### config.mk
export PLATFORM = sky130hd
export DESIGN_NAME = qpcd_decoder
export DESIGN_NICKNAME = d
export VERILOG_FILES = /design/src/verilog/qpcd_sync.v /design/src/verilog/qpcd_decoder.v
export VERILOG_INCLUDE_DIRS = /design/src /design/src/verilog
export SDC_FILE = /design/constraint.sdc
export NUM_CORES = 1
export LEC_CHECK = 0
export BUFFER_PORTS_ARGS = -buffer_cell sky130_fd_sc_hd__buf_2
export CAP_MARGIN = 40
export CORE_MARGIN = 2
export CORE_UTILIZATION = 50
export CTS_BUF_LIST = sky130_fd_sc_hd__clkbuf_8
export DETAILED_ROUTE_END_ITERATION = 10
export MAX_ROUTING_LAYER = met4
export PLACE_DENSITY = 0.66
export SYNTH_ARGS = -nofsm -noshare
export SYNTH_HDL_FRONTEND = slang
export SYNTH_SLANG_ARGS = --single-unit
### constraint.sdc
create_clock -name core_clk -period 3.7 [get_ports core_clk]
set_input_delay 0.555 -clock core_clk [delete_from_list [all_inputs] [get_ports core_clk]]
set_output_delay 0.555 -clock core_clk [all_outputs]
set_load 0.1 [all_outputs]
### src/verilog/qpcd_defs.vh
`ifndef QPCD_DEFS_VH
`define QPCD_DEFS_VH
// Instruction byte fields
`define QPCD_OPC_MSB 7
`define QPCD_OPC_LSB 4
`define QPCD_RSEL_MSB 3
`define QPCD_RSEL_LSB 2
`define QPCD_PSEL_MSB 1
`define QPCD_PSEL_LSB 0
// Opcodes
`define QPCD_OP_RD_WPR 4'h9
`define QPCD_OP_WR_WPR 4'hA
`define QPCD_OP_RD_SSR 4'hB
`define QPCD_OP_WR_SSR 4'hC
`define QPCD_OP_XFR_S2W 4'hD
`define QPCD_OP_XFR_W2S 4'hE
`define QPCD_OP_GXFR_S2W 4'h1
`define QPCD_OP_GXFR_W2S 4'h8
`define QPCD_OP_INCDEC 4'h2
// Slave address
`define QPCD_TYPE_ID 4'h6
// Reset values and wiper position limits
`define QPCD_WPR_RST 8'h00
`define QPCD_SSR_RST 8'h00
`define QPCD_POS_MAX 8'hFF
`define QPCD_POS_MIN 8'h00
// Timing, clock 200 MHz
`define QPCD_CLK_MHZ 200
`define QPCD_SETTLE_NS 1000
`define QPCD_SETTLE_CYC (((`QPCD_SETTLE_NS) * (`QPCD_CLK_MHZ) + 999) / 1000)
`define QPCD_NVW_US 5000
`define QPCD_NVW_CYC ((`QPCD_NVW_US) * (`QPCD_CLK_MHZ))
`endif

### src/verilog/qpcd_sync.v
`timescale 1ns/10ps
module qpcd_sync (
    // Clock and reset
    input wire core_clk,
    input wire srst,
    input wire clk_en,
    // Asynchronous level in, synchronised level out
    input wire async_in,
    output reg sync_out
);
    reg meta_reg;

    always @(posedge core_clk) begin
        if (srst) begin
            meta_reg <= 1'b1;
            sync_out <= 1'b1;
        end else if (clk_en) begin
            meta_reg <= async_in;
            sync_out <= meta_reg;
        end
    end
endmodule // qpcd_sync

### src/verilog/qpcd_decoder.v
`timescale 1ns/10ps
`include "qpcd_defs.vh"
// Contract
// - Instruction byte: opcode high nibble, register select, then pot select lowest.
// - Pot select picks the pot; register select picks the stored setting.
// - Opcode 1001, reg 00 returns the wiper position byte.
// - Opcode 1010, reg 00 loads the data byte into the wiper position.
// - Opcode 1011 returns the selected stored setting.
// - Opcode 1100 writes the data byte to stored setting, nonvolatile.
// - Opcode 1101 copies stored setting into the wiper position.
// - Opcode 1110 copies wiper position into stored setting, nonvolatile.
// - Opcode 0001, pot 00 copies stored setting into all four wipers.
// - Opcode 1000, pot 00 copies all wipers into their stored settings.
// - Opcode 0010, reg 00 enables stepping of the selected wiper.
// - Transfer instructions end with the instruction byte, no data byte.
// - Read/write instructions use address, instruction and one data byte.
// - Wiper output follows a stored-to-wiper transfer only after a settle delay.
// - Wiper-to-stored transfers take at least the nonvolatile write time.
// - Clock high with data high steps wiper toward high terminal.
// - Clock high with data low steps wiper toward low terminal.
// - Acknowledge address, instruction and written data byte.
// - Address byte is fixed type nibble then the four address input levels.
// - No address acknowledge during a nonvolatile write started at stop.
// - Write protect low blocks all nonvolatile stored-setting writes.
module qpcd_decoder (
    // Clock, reset, enable
    input wire core_clk,
    input wire srst,
    input wire clk_en,
    // Serial bus pins
    input wire scl_in,
    input wire sda_in,
    output wire sda_out,
    output wire sda_oe,
    // Device pins
    input wire [3:0] device_addr_inputs,
    input wire write_protect_n,
    // Wiper positions to the resistor arrays
    output reg [31:0] wiper_out,
    // Nonvolatile write in progress
    output wire nv_busy
);
    localparam [5:0] ST_IDLE = 6'b00_0001;
    localparam [5:0] ST_ADDR = 6'b00_0010;
    localparam [5:0] ST_INSTR = 6'b00_0100;
    localparam [5:0] ST_WDATA = 6'b00_1000;
    localparam [5:0] ST_RDATA = 6'b01_0000;
    localparam [5:0] ST_STEP = 6'b10_0000;

    wire scl_s;
    wire sda_s;
    reg scl_d_reg;
    reg sda_d_reg;
    reg [5:0] state_reg;
    reg [7:0] shift_reg;
    reg [3:0] bit_cnt_reg;
    reg [7:0] instr_reg;
    reg ack_reg;
    reg drive_reg;
    reg [7:0] wiper_position_reg [0:3];
    reg [7:0] stored_setting_reg [0:15];
    reg [31:0] nv_cnt_reg;
    reg pend_nv_reg;
    reg [3:0] pend_mask_reg;
    reg [1:0] pend_rsel_reg;
    reg [7:0] pend_data_reg;
    reg pend_data_use_reg;
    reg [15:0] settle_cnt_reg;
    integer i;
    wire [3:0] addr_s;
    wire wp_sync_n;
    genvar g;
    // Settle count trimmed to the counter width on purpose
    localparam [31:0] SETTLE_CYC = `QPCD_SETTLE_CYC;

    qpcd_sync u_scl (.core_clk(core_clk), .srst(srst), .clk_en(clk_en), .async_in(scl_in), .sync_out(scl_s));
    qpcd_sync u_sda (.core_clk(core_clk), .srst(srst), .clk_en(clk_en), .async_in(sda_in), .sync_out(sda_s));
    // Straps and write protect are pins too, so they get the same two flops
    generate
        for (g = 0; g < 4; g = g + 1) begin : g_addr_sync
            qpcd_sync u_addr (
                .core_clk(core_clk),
                .srst(srst),
                .clk_en(clk_en),
                .async_in(device_addr_inputs[g]),
                .sync_out(addr_s[g])
            );
        end
    endgenerate
    qpcd_sync u_wp (
        .core_clk(core_clk),
        .srst(srst),
        .clk_en(clk_en),
        .async_in(write_protect_n),
        .sync_out(wp_sync_n)
    );

    wire scl_rise = scl_s & ~scl_d_reg;
    wire scl_fall = ~scl_s & scl_d_reg;
    wire start_cond = scl_s & scl_d_reg & sda_d_reg & ~sda_s;
    wire stop_cond = scl_s & scl_d_reg & ~sda_d_reg & sda_s;
    wire [3:0] opc = instr_reg[`QPCD_OPC_MSB:`QPCD_OPC_LSB];
    wire [1:0] rsel = instr_reg[`QPCD_RSEL_MSB:`QPCD_RSEL_LSB];
    wire [1:0] psel = instr_reg[`QPCD_PSEL_MSB:`QPCD_PSEL_LSB];
    wire [3:0] ssr_idx = {psel, rsel};
    wire [7:0] rx_byte = {shift_reg[6:0], sda_s};
    wire [3:0] rx_opc = rx_byte[7:4];
    wire rx_r0 = (rx_byte[3:2] == 2'b00);
    wire rx_p0 = (rx_byte[1:0] == 2'b00);
    wire nv_ok = wp_sync_n;
    wire [7:0] sel_wpr = wiper_position_reg[psel];

    assign nv_busy = (nv_cnt_reg != 32'h0000_0000);
    assign sda_oe = drive_reg;
    assign sda_out = 1'b0;

    // Bit engine and command decode
    always @(posedge core_clk) begin
        if (srst) begin
            scl_d_reg <= 1'b1;
            sda_d_reg <= 1'b1;
            state_reg <= ST_IDLE;
            shift_reg <= 8'h00;
            bit_cnt_reg <= 4'h0;
            instr_reg <= 8'h00;
            ack_reg <= 1'b0;
            drive_reg <= 1'b0;
            pend_nv_reg <= 1'b0;
            pend_mask_reg <= 4'h0;
            pend_rsel_reg <= 2'b00;
            pend_data_reg <= 8'h00;
            pend_data_use_reg <= 1'b0;
            nv_cnt_reg <= 32'h0000_0000;
            settle_cnt_reg <= 16'h0000;
            wiper_out <= 32'h0000_0000;
            for (i = 0; i < 4; i = i + 1) begin
                wiper_position_reg[i] <= `QPCD_WPR_RST;
            end
            for (i = 0; i < 16; i = i + 1) begin
                stored_setting_reg[i] <= `QPCD_SSR_RST;
            end
        end else if (clk_en) begin
            scl_d_reg <= scl_s;
            sda_d_reg <= sda_s;
            // Settle delay gates wiper output update
            if (settle_cnt_reg != 16'h0000) begin
                settle_cnt_reg <= settle_cnt_reg - 16'h0001;
            end else begin
                for (i = 0; i < 4; i = i + 1) begin
                    wiper_out[i*8 +: 8] <= wiper_position_reg[i];
                end
            end
            if (nv_busy) begin
                nv_cnt_reg <= nv_cnt_reg - 32'h0000_0001;
            end
            if (start_cond) begin
                state_reg <= ST_ADDR;
                bit_cnt_reg <= 4'h0;
                ack_reg <= 1'b0;
                drive_reg <= 1'b0;
            end else if (stop_cond) begin
                state_reg <= ST_IDLE;
                drive_reg <= 1'b0;
                ack_reg <= 1'b0;
                if (pend_nv_reg && nv_ok && !nv_busy) begin
                    for (i = 0; i < 4; i = i + 1) begin
                        if (pend_mask_reg[i]) begin
                            stored_setting_reg[{i[1:0], pend_rsel_reg}] <=
                                pend_data_use_reg ? pend_data_reg : wiper_position_reg[i];
                        end
                    end
                    nv_cnt_reg <= `QPCD_NVW_CYC;
                end
                pend_nv_reg <= 1'b0;
            end else begin
                case (state_reg)
                    ST_IDLE: begin
                        // Ack of a two-byte command finishes here
                        if (ack_reg && scl_fall) begin
                            ack_reg <= ~drive_reg;
                            drive_reg <= ~drive_reg;
                        end else if (!ack_reg) begin
                            drive_reg <= 1'b0;
                        end
                    end
                    ST_ADDR, ST_INSTR, ST_WDATA: begin
                        if (ack_reg) begin
                            if (scl_fall) begin
                                // Pull on the eighth fall, free on the ninth, never while clock is high
                                ack_reg <= ~drive_reg;
                                drive_reg <= ~drive_reg;
                            end
                        end else if (scl_rise) begin
                            shift_reg <= rx_byte;
                            bit_cnt_reg <= bit_cnt_reg + 4'h1;
                            if (bit_cnt_reg == 4'h7) begin
                                bit_cnt_reg <= 4'h0;
                                case (state_reg)
                                    ST_ADDR: begin
                                        if (rx_byte == {`QPCD_TYPE_ID, addr_s} && !nv_busy) begin
                                            ack_reg <= 1'b1;
                                            state_reg <= ST_INSTR;
                                        end else begin
                                            state_reg <= ST_IDLE;
                                        end
                                    end
                                    ST_INSTR: begin
                                        instr_reg <= rx_byte;
                                        ack_reg <= 1'b1;
                                        state_reg <= ST_IDLE;
                                        case (rx_opc)
                                            `QPCD_OP_RD_WPR: if (rx_r0) state_reg <= ST_RDATA;
                                            `QPCD_OP_RD_SSR: state_reg <= ST_RDATA;
                                            `QPCD_OP_WR_WPR: if (rx_r0) state_reg <= ST_WDATA;
                                            `QPCD_OP_WR_SSR: state_reg <= ST_WDATA;
                                            `QPCD_OP_INCDEC: if (rx_r0) state_reg <= ST_STEP;
                                            `QPCD_OP_XFR_S2W: begin
                                                wiper_position_reg[rx_byte[1:0]] <=
                                                    stored_setting_reg[{rx_byte[1:0], rx_byte[3:2]}];
                                                settle_cnt_reg <= SETTLE_CYC[15:0];
                                            end
                                            `QPCD_OP_GXFR_S2W: if (rx_p0) begin
                                                for (i = 0; i < 4; i = i + 1) begin
                                                    wiper_position_reg[i] <=
                                                        stored_setting_reg[{i[1:0], rx_byte[3:2]}];
                                                end
                                                settle_cnt_reg <= SETTLE_CYC[15:0];
                                            end
                                            `QPCD_OP_XFR_W2S: begin
                                                pend_nv_reg <= 1'b1;
                                                pend_mask_reg <= 4'h1 << rx_byte[1:0];
                                                pend_rsel_reg <= rx_byte[3:2];
                                                pend_data_use_reg <= 1'b0;
                                            end
                                            `QPCD_OP_GXFR_W2S: if (rx_p0) begin
                                                pend_nv_reg <= 1'b1;
                                                pend_mask_reg <= 4'hF;
                                                pend_rsel_reg <= rx_byte[3:2];
                                                pend_data_use_reg <= 1'b0;
                                            end
                                            default: ack_reg <= 1'b1;
                                        endcase
                                    end
                                    ST_WDATA: begin
                                        ack_reg <= 1'b1;
                                        state_reg <= ST_IDLE;
                                        if (opc == `QPCD_OP_WR_WPR) begin
                                            wiper_position_reg[psel] <= rx_byte;
                                        end else begin
                                            pend_nv_reg <= 1'b1;
                                            pend_mask_reg <= 4'h1 << psel;
                                            pend_rsel_reg <= rsel;
                                            pend_data_reg <= rx_byte;
                                            pend_data_use_reg <= 1'b1;
                                        end
                                    end
                                    default: state_reg <= ST_IDLE;
                                endcase
                            end
                        end
                    end
                    ST_RDATA: begin
                        // Byte out MSB first, line changes while clock low
                        if (ack_reg) begin
                            if (scl_fall && !drive_reg) begin
                                drive_reg <= 1'b1;
                            end else if (scl_fall) begin
                                ack_reg <= 1'b0;
                                shift_reg <= (opc == `QPCD_OP_RD_WPR) ? sel_wpr : stored_setting_reg[ssr_idx];
                                drive_reg <= ~((opc == `QPCD_OP_RD_WPR) ? sel_wpr[7] : stored_setting_reg[ssr_idx][7]);
                                bit_cnt_reg <= 4'h0;
                            end
                        end else if (scl_fall) begin
                            if (bit_cnt_reg == 4'h7) begin
                                drive_reg <= 1'b0;
                                state_reg <= ST_IDLE;
                            end else begin
                                shift_reg <= {shift_reg[6:0], 1'b0};
                                drive_reg <= ~shift_reg[6];
                                bit_cnt_reg <= bit_cnt_reg + 4'h1;
                            end
                        end
                    end
                    ST_STEP: begin
                        if (ack_reg) begin
                            if (scl_fall) begin
                                ack_reg <= ~drive_reg;
                                drive_reg <= ~drive_reg;
                            end
                        end else if (scl_rise) begin
                            if (sda_s && sel_wpr != `QPCD_POS_MAX) begin
                                wiper_position_reg[psel] <= sel_wpr + 8'h01;
                            end else if (!sda_s && sel_wpr != `QPCD_POS_MIN) begin
                                wiper_position_reg[psel] <= sel_wpr - 8'h01;
                            end
                        end
                    end
                    default: state_reg <= ST_IDLE;
                endcase
            end
        end
    end
endmodule // qpcd_decoder

==> impl_results.md <==
- Setup TNS: 0 ps
- Cell internal pwr: 6.33 mW
- P_sw: approximately 3.5 mW
- Synth area leaders: edfxtp_1 29%, dfxtp_1 18%, mux4_2 16%
- Kind of critical path: reg2reg
- Placer Congestion: 0.997
- CP required: a little under 4000 ps
- Register area share after synthesis: 47.1%
- Post-DP Area: 17300 sq um
- Tot GR Track Use: 29.9%
- Worst-Skew Late Latency: 600 ps
- Clock skew: 29.3 ps
- Sw frac: 35.9%
- Largest buffer count on any clock path: 3
- Clock root buffer: clkbuf_8
- Global-route wire length before repair: 73500 um
- Critical Path Sink Type: flop
- Top cell types by occurrence after synthesis: 273 x nor2_1, 160 x edfxtp_1, 145 x dfxtp_1
- Die height: 185 um
- # resized after CTS: 0
- Dpl hpwl: 37000 um
- Synthesized flop and latch total: 305
- Tmin final: 3480 ps
- Vias in the first global route: between 10000 and 15000
- Post-synth ARST share: 0%
- P&R area growth vs syn: 11.5%
- Outcome: complete, no violations
- Filler cells: 2724
- Number of synthesized flops with an enable pin: 160
- R2R cell count: 7
- Die area: 34200 sq um
- Syn Inst Count: 1446
- Netlist cell types: 78
- Nets: 1533
- Final hold vios: 0
- CP arrival: 3710 ps
- Worst R2R Setup Slack: 220 ps
- Slew @ Worst Pin: about 860 ps
- Routed WL: slightly below 50000 um
- Clock Pin Slew Worst Setup and Hold Paths: 60 ps
- FF/Latch Area: 7710 sq um
- Largest register FFs: about 130
- Antenna violations before repair: 1
- Clock power share: 28.9%
- Final setup viols: 0
- Core area: 32400 sq um
- Seq pwr share: around 43%
- Peak Freq: 0.288 GHz
- Post-route cell area: 18200 sq um
- Via Count: 12600
- Syn Nets: 1463
- Post-CTS Setup Inserts: 0
- DRC: 0
- Top-count cell post-synth: nor2_1
- Detail Route Antenna Nets: 0
- Share of layout cells above drive strength 1: 20.9%
- Largest net degree at the start of global routing: 64
- Area of the multi-input gates: 8100 sq um
- Pwr per Cell Area: 541 nW/um^2
- Leak Pwr: around 6.5 nW
- Synth top area share: 29.4%
- Number of vias per cell: 6.30
- Biggest area consumer among synthesized cells: edfxtp_1
- Crit Path Max Fanout: 9
- Iter 0 DRT Violations: 1512
- Die width: roughly 180 um
- 1st-pass router iterations: 6
- Post-synth top flop: edfxtp_1
- Final Max Slew Viols: 0
- Netlist Area Pre-Place: 16400 sq um
- RSZ-0062 raised after global routing: false
- Critical path destination: stored_setting_reg[1][7]
- Warnings from Yosys: 0
- Worst setup SP type: flop
- Num CTS Buffers: 52
- PortBufs: 43
- Total I/O pin count: 45
- Reg-to-reg startpoint: nv_cnt_reg[18]
- Cts hold-fix bufs: 0
- Maximum VDD drop: 0.479 mV
- Initial Utilization: 50.5%
- Grt ovf: 0
- CTS tree: built
- Rows: 66
- Crit. Startpoint: nv_cnt_reg[18]
- Fin crit share: 94.0%
- HP Class: in2reg
- CTS Sinks: 305
- Avg Cell Area, Syn: 11.3 sq um
- MaxCap Viol Count: 0
- Wire per inst: around 24 um
- Slew HR: between 40% and 50%
- Comb pwr share: between 20 and 30%
- Crit Reg-Reg Endpoint: stored_setting_reg[1][7]
- H-tree depth: 2
## critical path: stages (launching register included)
cell and delay, ps:
dfxtp_1 350, or4_1 590, or3_4 390, nor4_4 370, and3_1 320, and3_1 360, nand2_1 300, nand2_1 430
## cell type report
cell class,instances,area share [%]
repair buffers,104,3.84
inverters,54,1.11
multi-input cells,999,44.4
clock buffers,60,4.53
well taps,442,3.03
clock inverters,35,0.830
diodes,1,0.0137
flip-flops and latches,305,42.3
## through the flow
| stage | power, mW | hold slack, ps | instances | worst slack, ps | util [%] |
|---|---|---|---|---|---|
| global route | 10.3 | 180 | 2000 | 120 | 56.4 |
| detailed placement | 7.06 | 458 | 1904 | 317 | 53.3 |
| global placement | 7.02 | 456 | 1900 | 317 | 53.2 |
| finish | 9.88 | 183 | 2000 | 223 | 56.4 |
| CTS | 9.90 | 163 | 1999 | 283 | 56.4 |
| floorplan | 6.47 | 441 | 1446 | 350 | - |
## how the worst min path moves through the flow
| stage | from | to | slack, ps | depth (start not counted) |
|---|---|---|---|---|
| finish | scl_in | u_scl.meta_reg | 180 | 3 |
| floorplan | g_addr_sync[0].u_addr.meta_reg | g_addr_sync[0].u_addr.meta_reg | 440 | 2 |
| CTS | scl_in | u_scl.meta_reg | 160 | 3 |
| global placement | u_wp.sync_out | u_wp.sync_out | 460 | 2 |
| global route | write_protect_n | u_wp.meta_reg | 180 | 3 |
| detailed placement | u_wp.sync_out | u_wp.sync_out | 460 | 2 |
## per-layer routing
layer  vias up  track usage, %  part of all wire [%]
met1      6219            40.7                    40
met5         -               -                     0
met2       698            44.3                    45
met3       135            5.74                   9.9
met4         0            11.8                   4.2
li1       5553               -                     -
## power groups by stage
stage,registers (mW),clock network [mW],logic (mW)
global placement,4.30,0,2.71
finish,4.26,2.86,2.75
CTS,4.26,2.90,2.75
floorplan,4.84,0,1.63
global route,4.31,3.04,2.97
detailed placement,4.32,0,2.74
## logic make-up (layout without fill, tap and decap cells)
kind of cell               Yosys count  in the layout  share of synthesized area (%)
AOI/OAI and AO/OA                  161            161                           6.87
xor gates and xnor gates            51             51                           2.73
adders and majority gates            7              7                          0.535
buffers and inverters              142            253                           3.48
DFF                                305            305                           47.1
muxes                              236            236                           23.6
other                                1              2                         0.0229
and+or+nand+nor                    543            543                           15.7
## cells in the final DEF (no fill, tap or decap), types with 7 or more instances in the layout
cell type | synthesis | final
a211oi_1 | 7 | 7
a21oi_1 | 31 | 31
a31oi_1 | 7 | 7
and3_1 | 9 | 9
buf_2 | 10 | 42
buf_4 | 2 | 60
clkbuf_8 | 0 | 60
clkinv_1 | 1 | 10
dfxtp_1 | 145 | 140
edfxtp_1 | 160 | 160
ha_1 | 7 | 7
inv_1 | 52 | 72
mux2i_1 | 113 | 113
mux4_2 | 119 | 119
nand2_1 | 98 | 98
nand2b_1 | 7 | 7
nand3_1 | 19 | 18
nand4_1 | 10 | 10
nor2_1 | 273 | 273
nor2b_1 | 11 | 11
nor3_1 | 34 | 34
nor4_1 | 16 | 16
o211ai_1 | 12 | 12
o21ai_0 | 23 | 23
o22ai_1 | 24 | 24
o32ai_1 | 13 | 13
or3_1 | 9 | 9
or4_1 | 9 | 9
xnor2_1 | 39 | 39
xor2_1 | 12 | 12
Note: power is estimated with default switching activity, not from simulation.
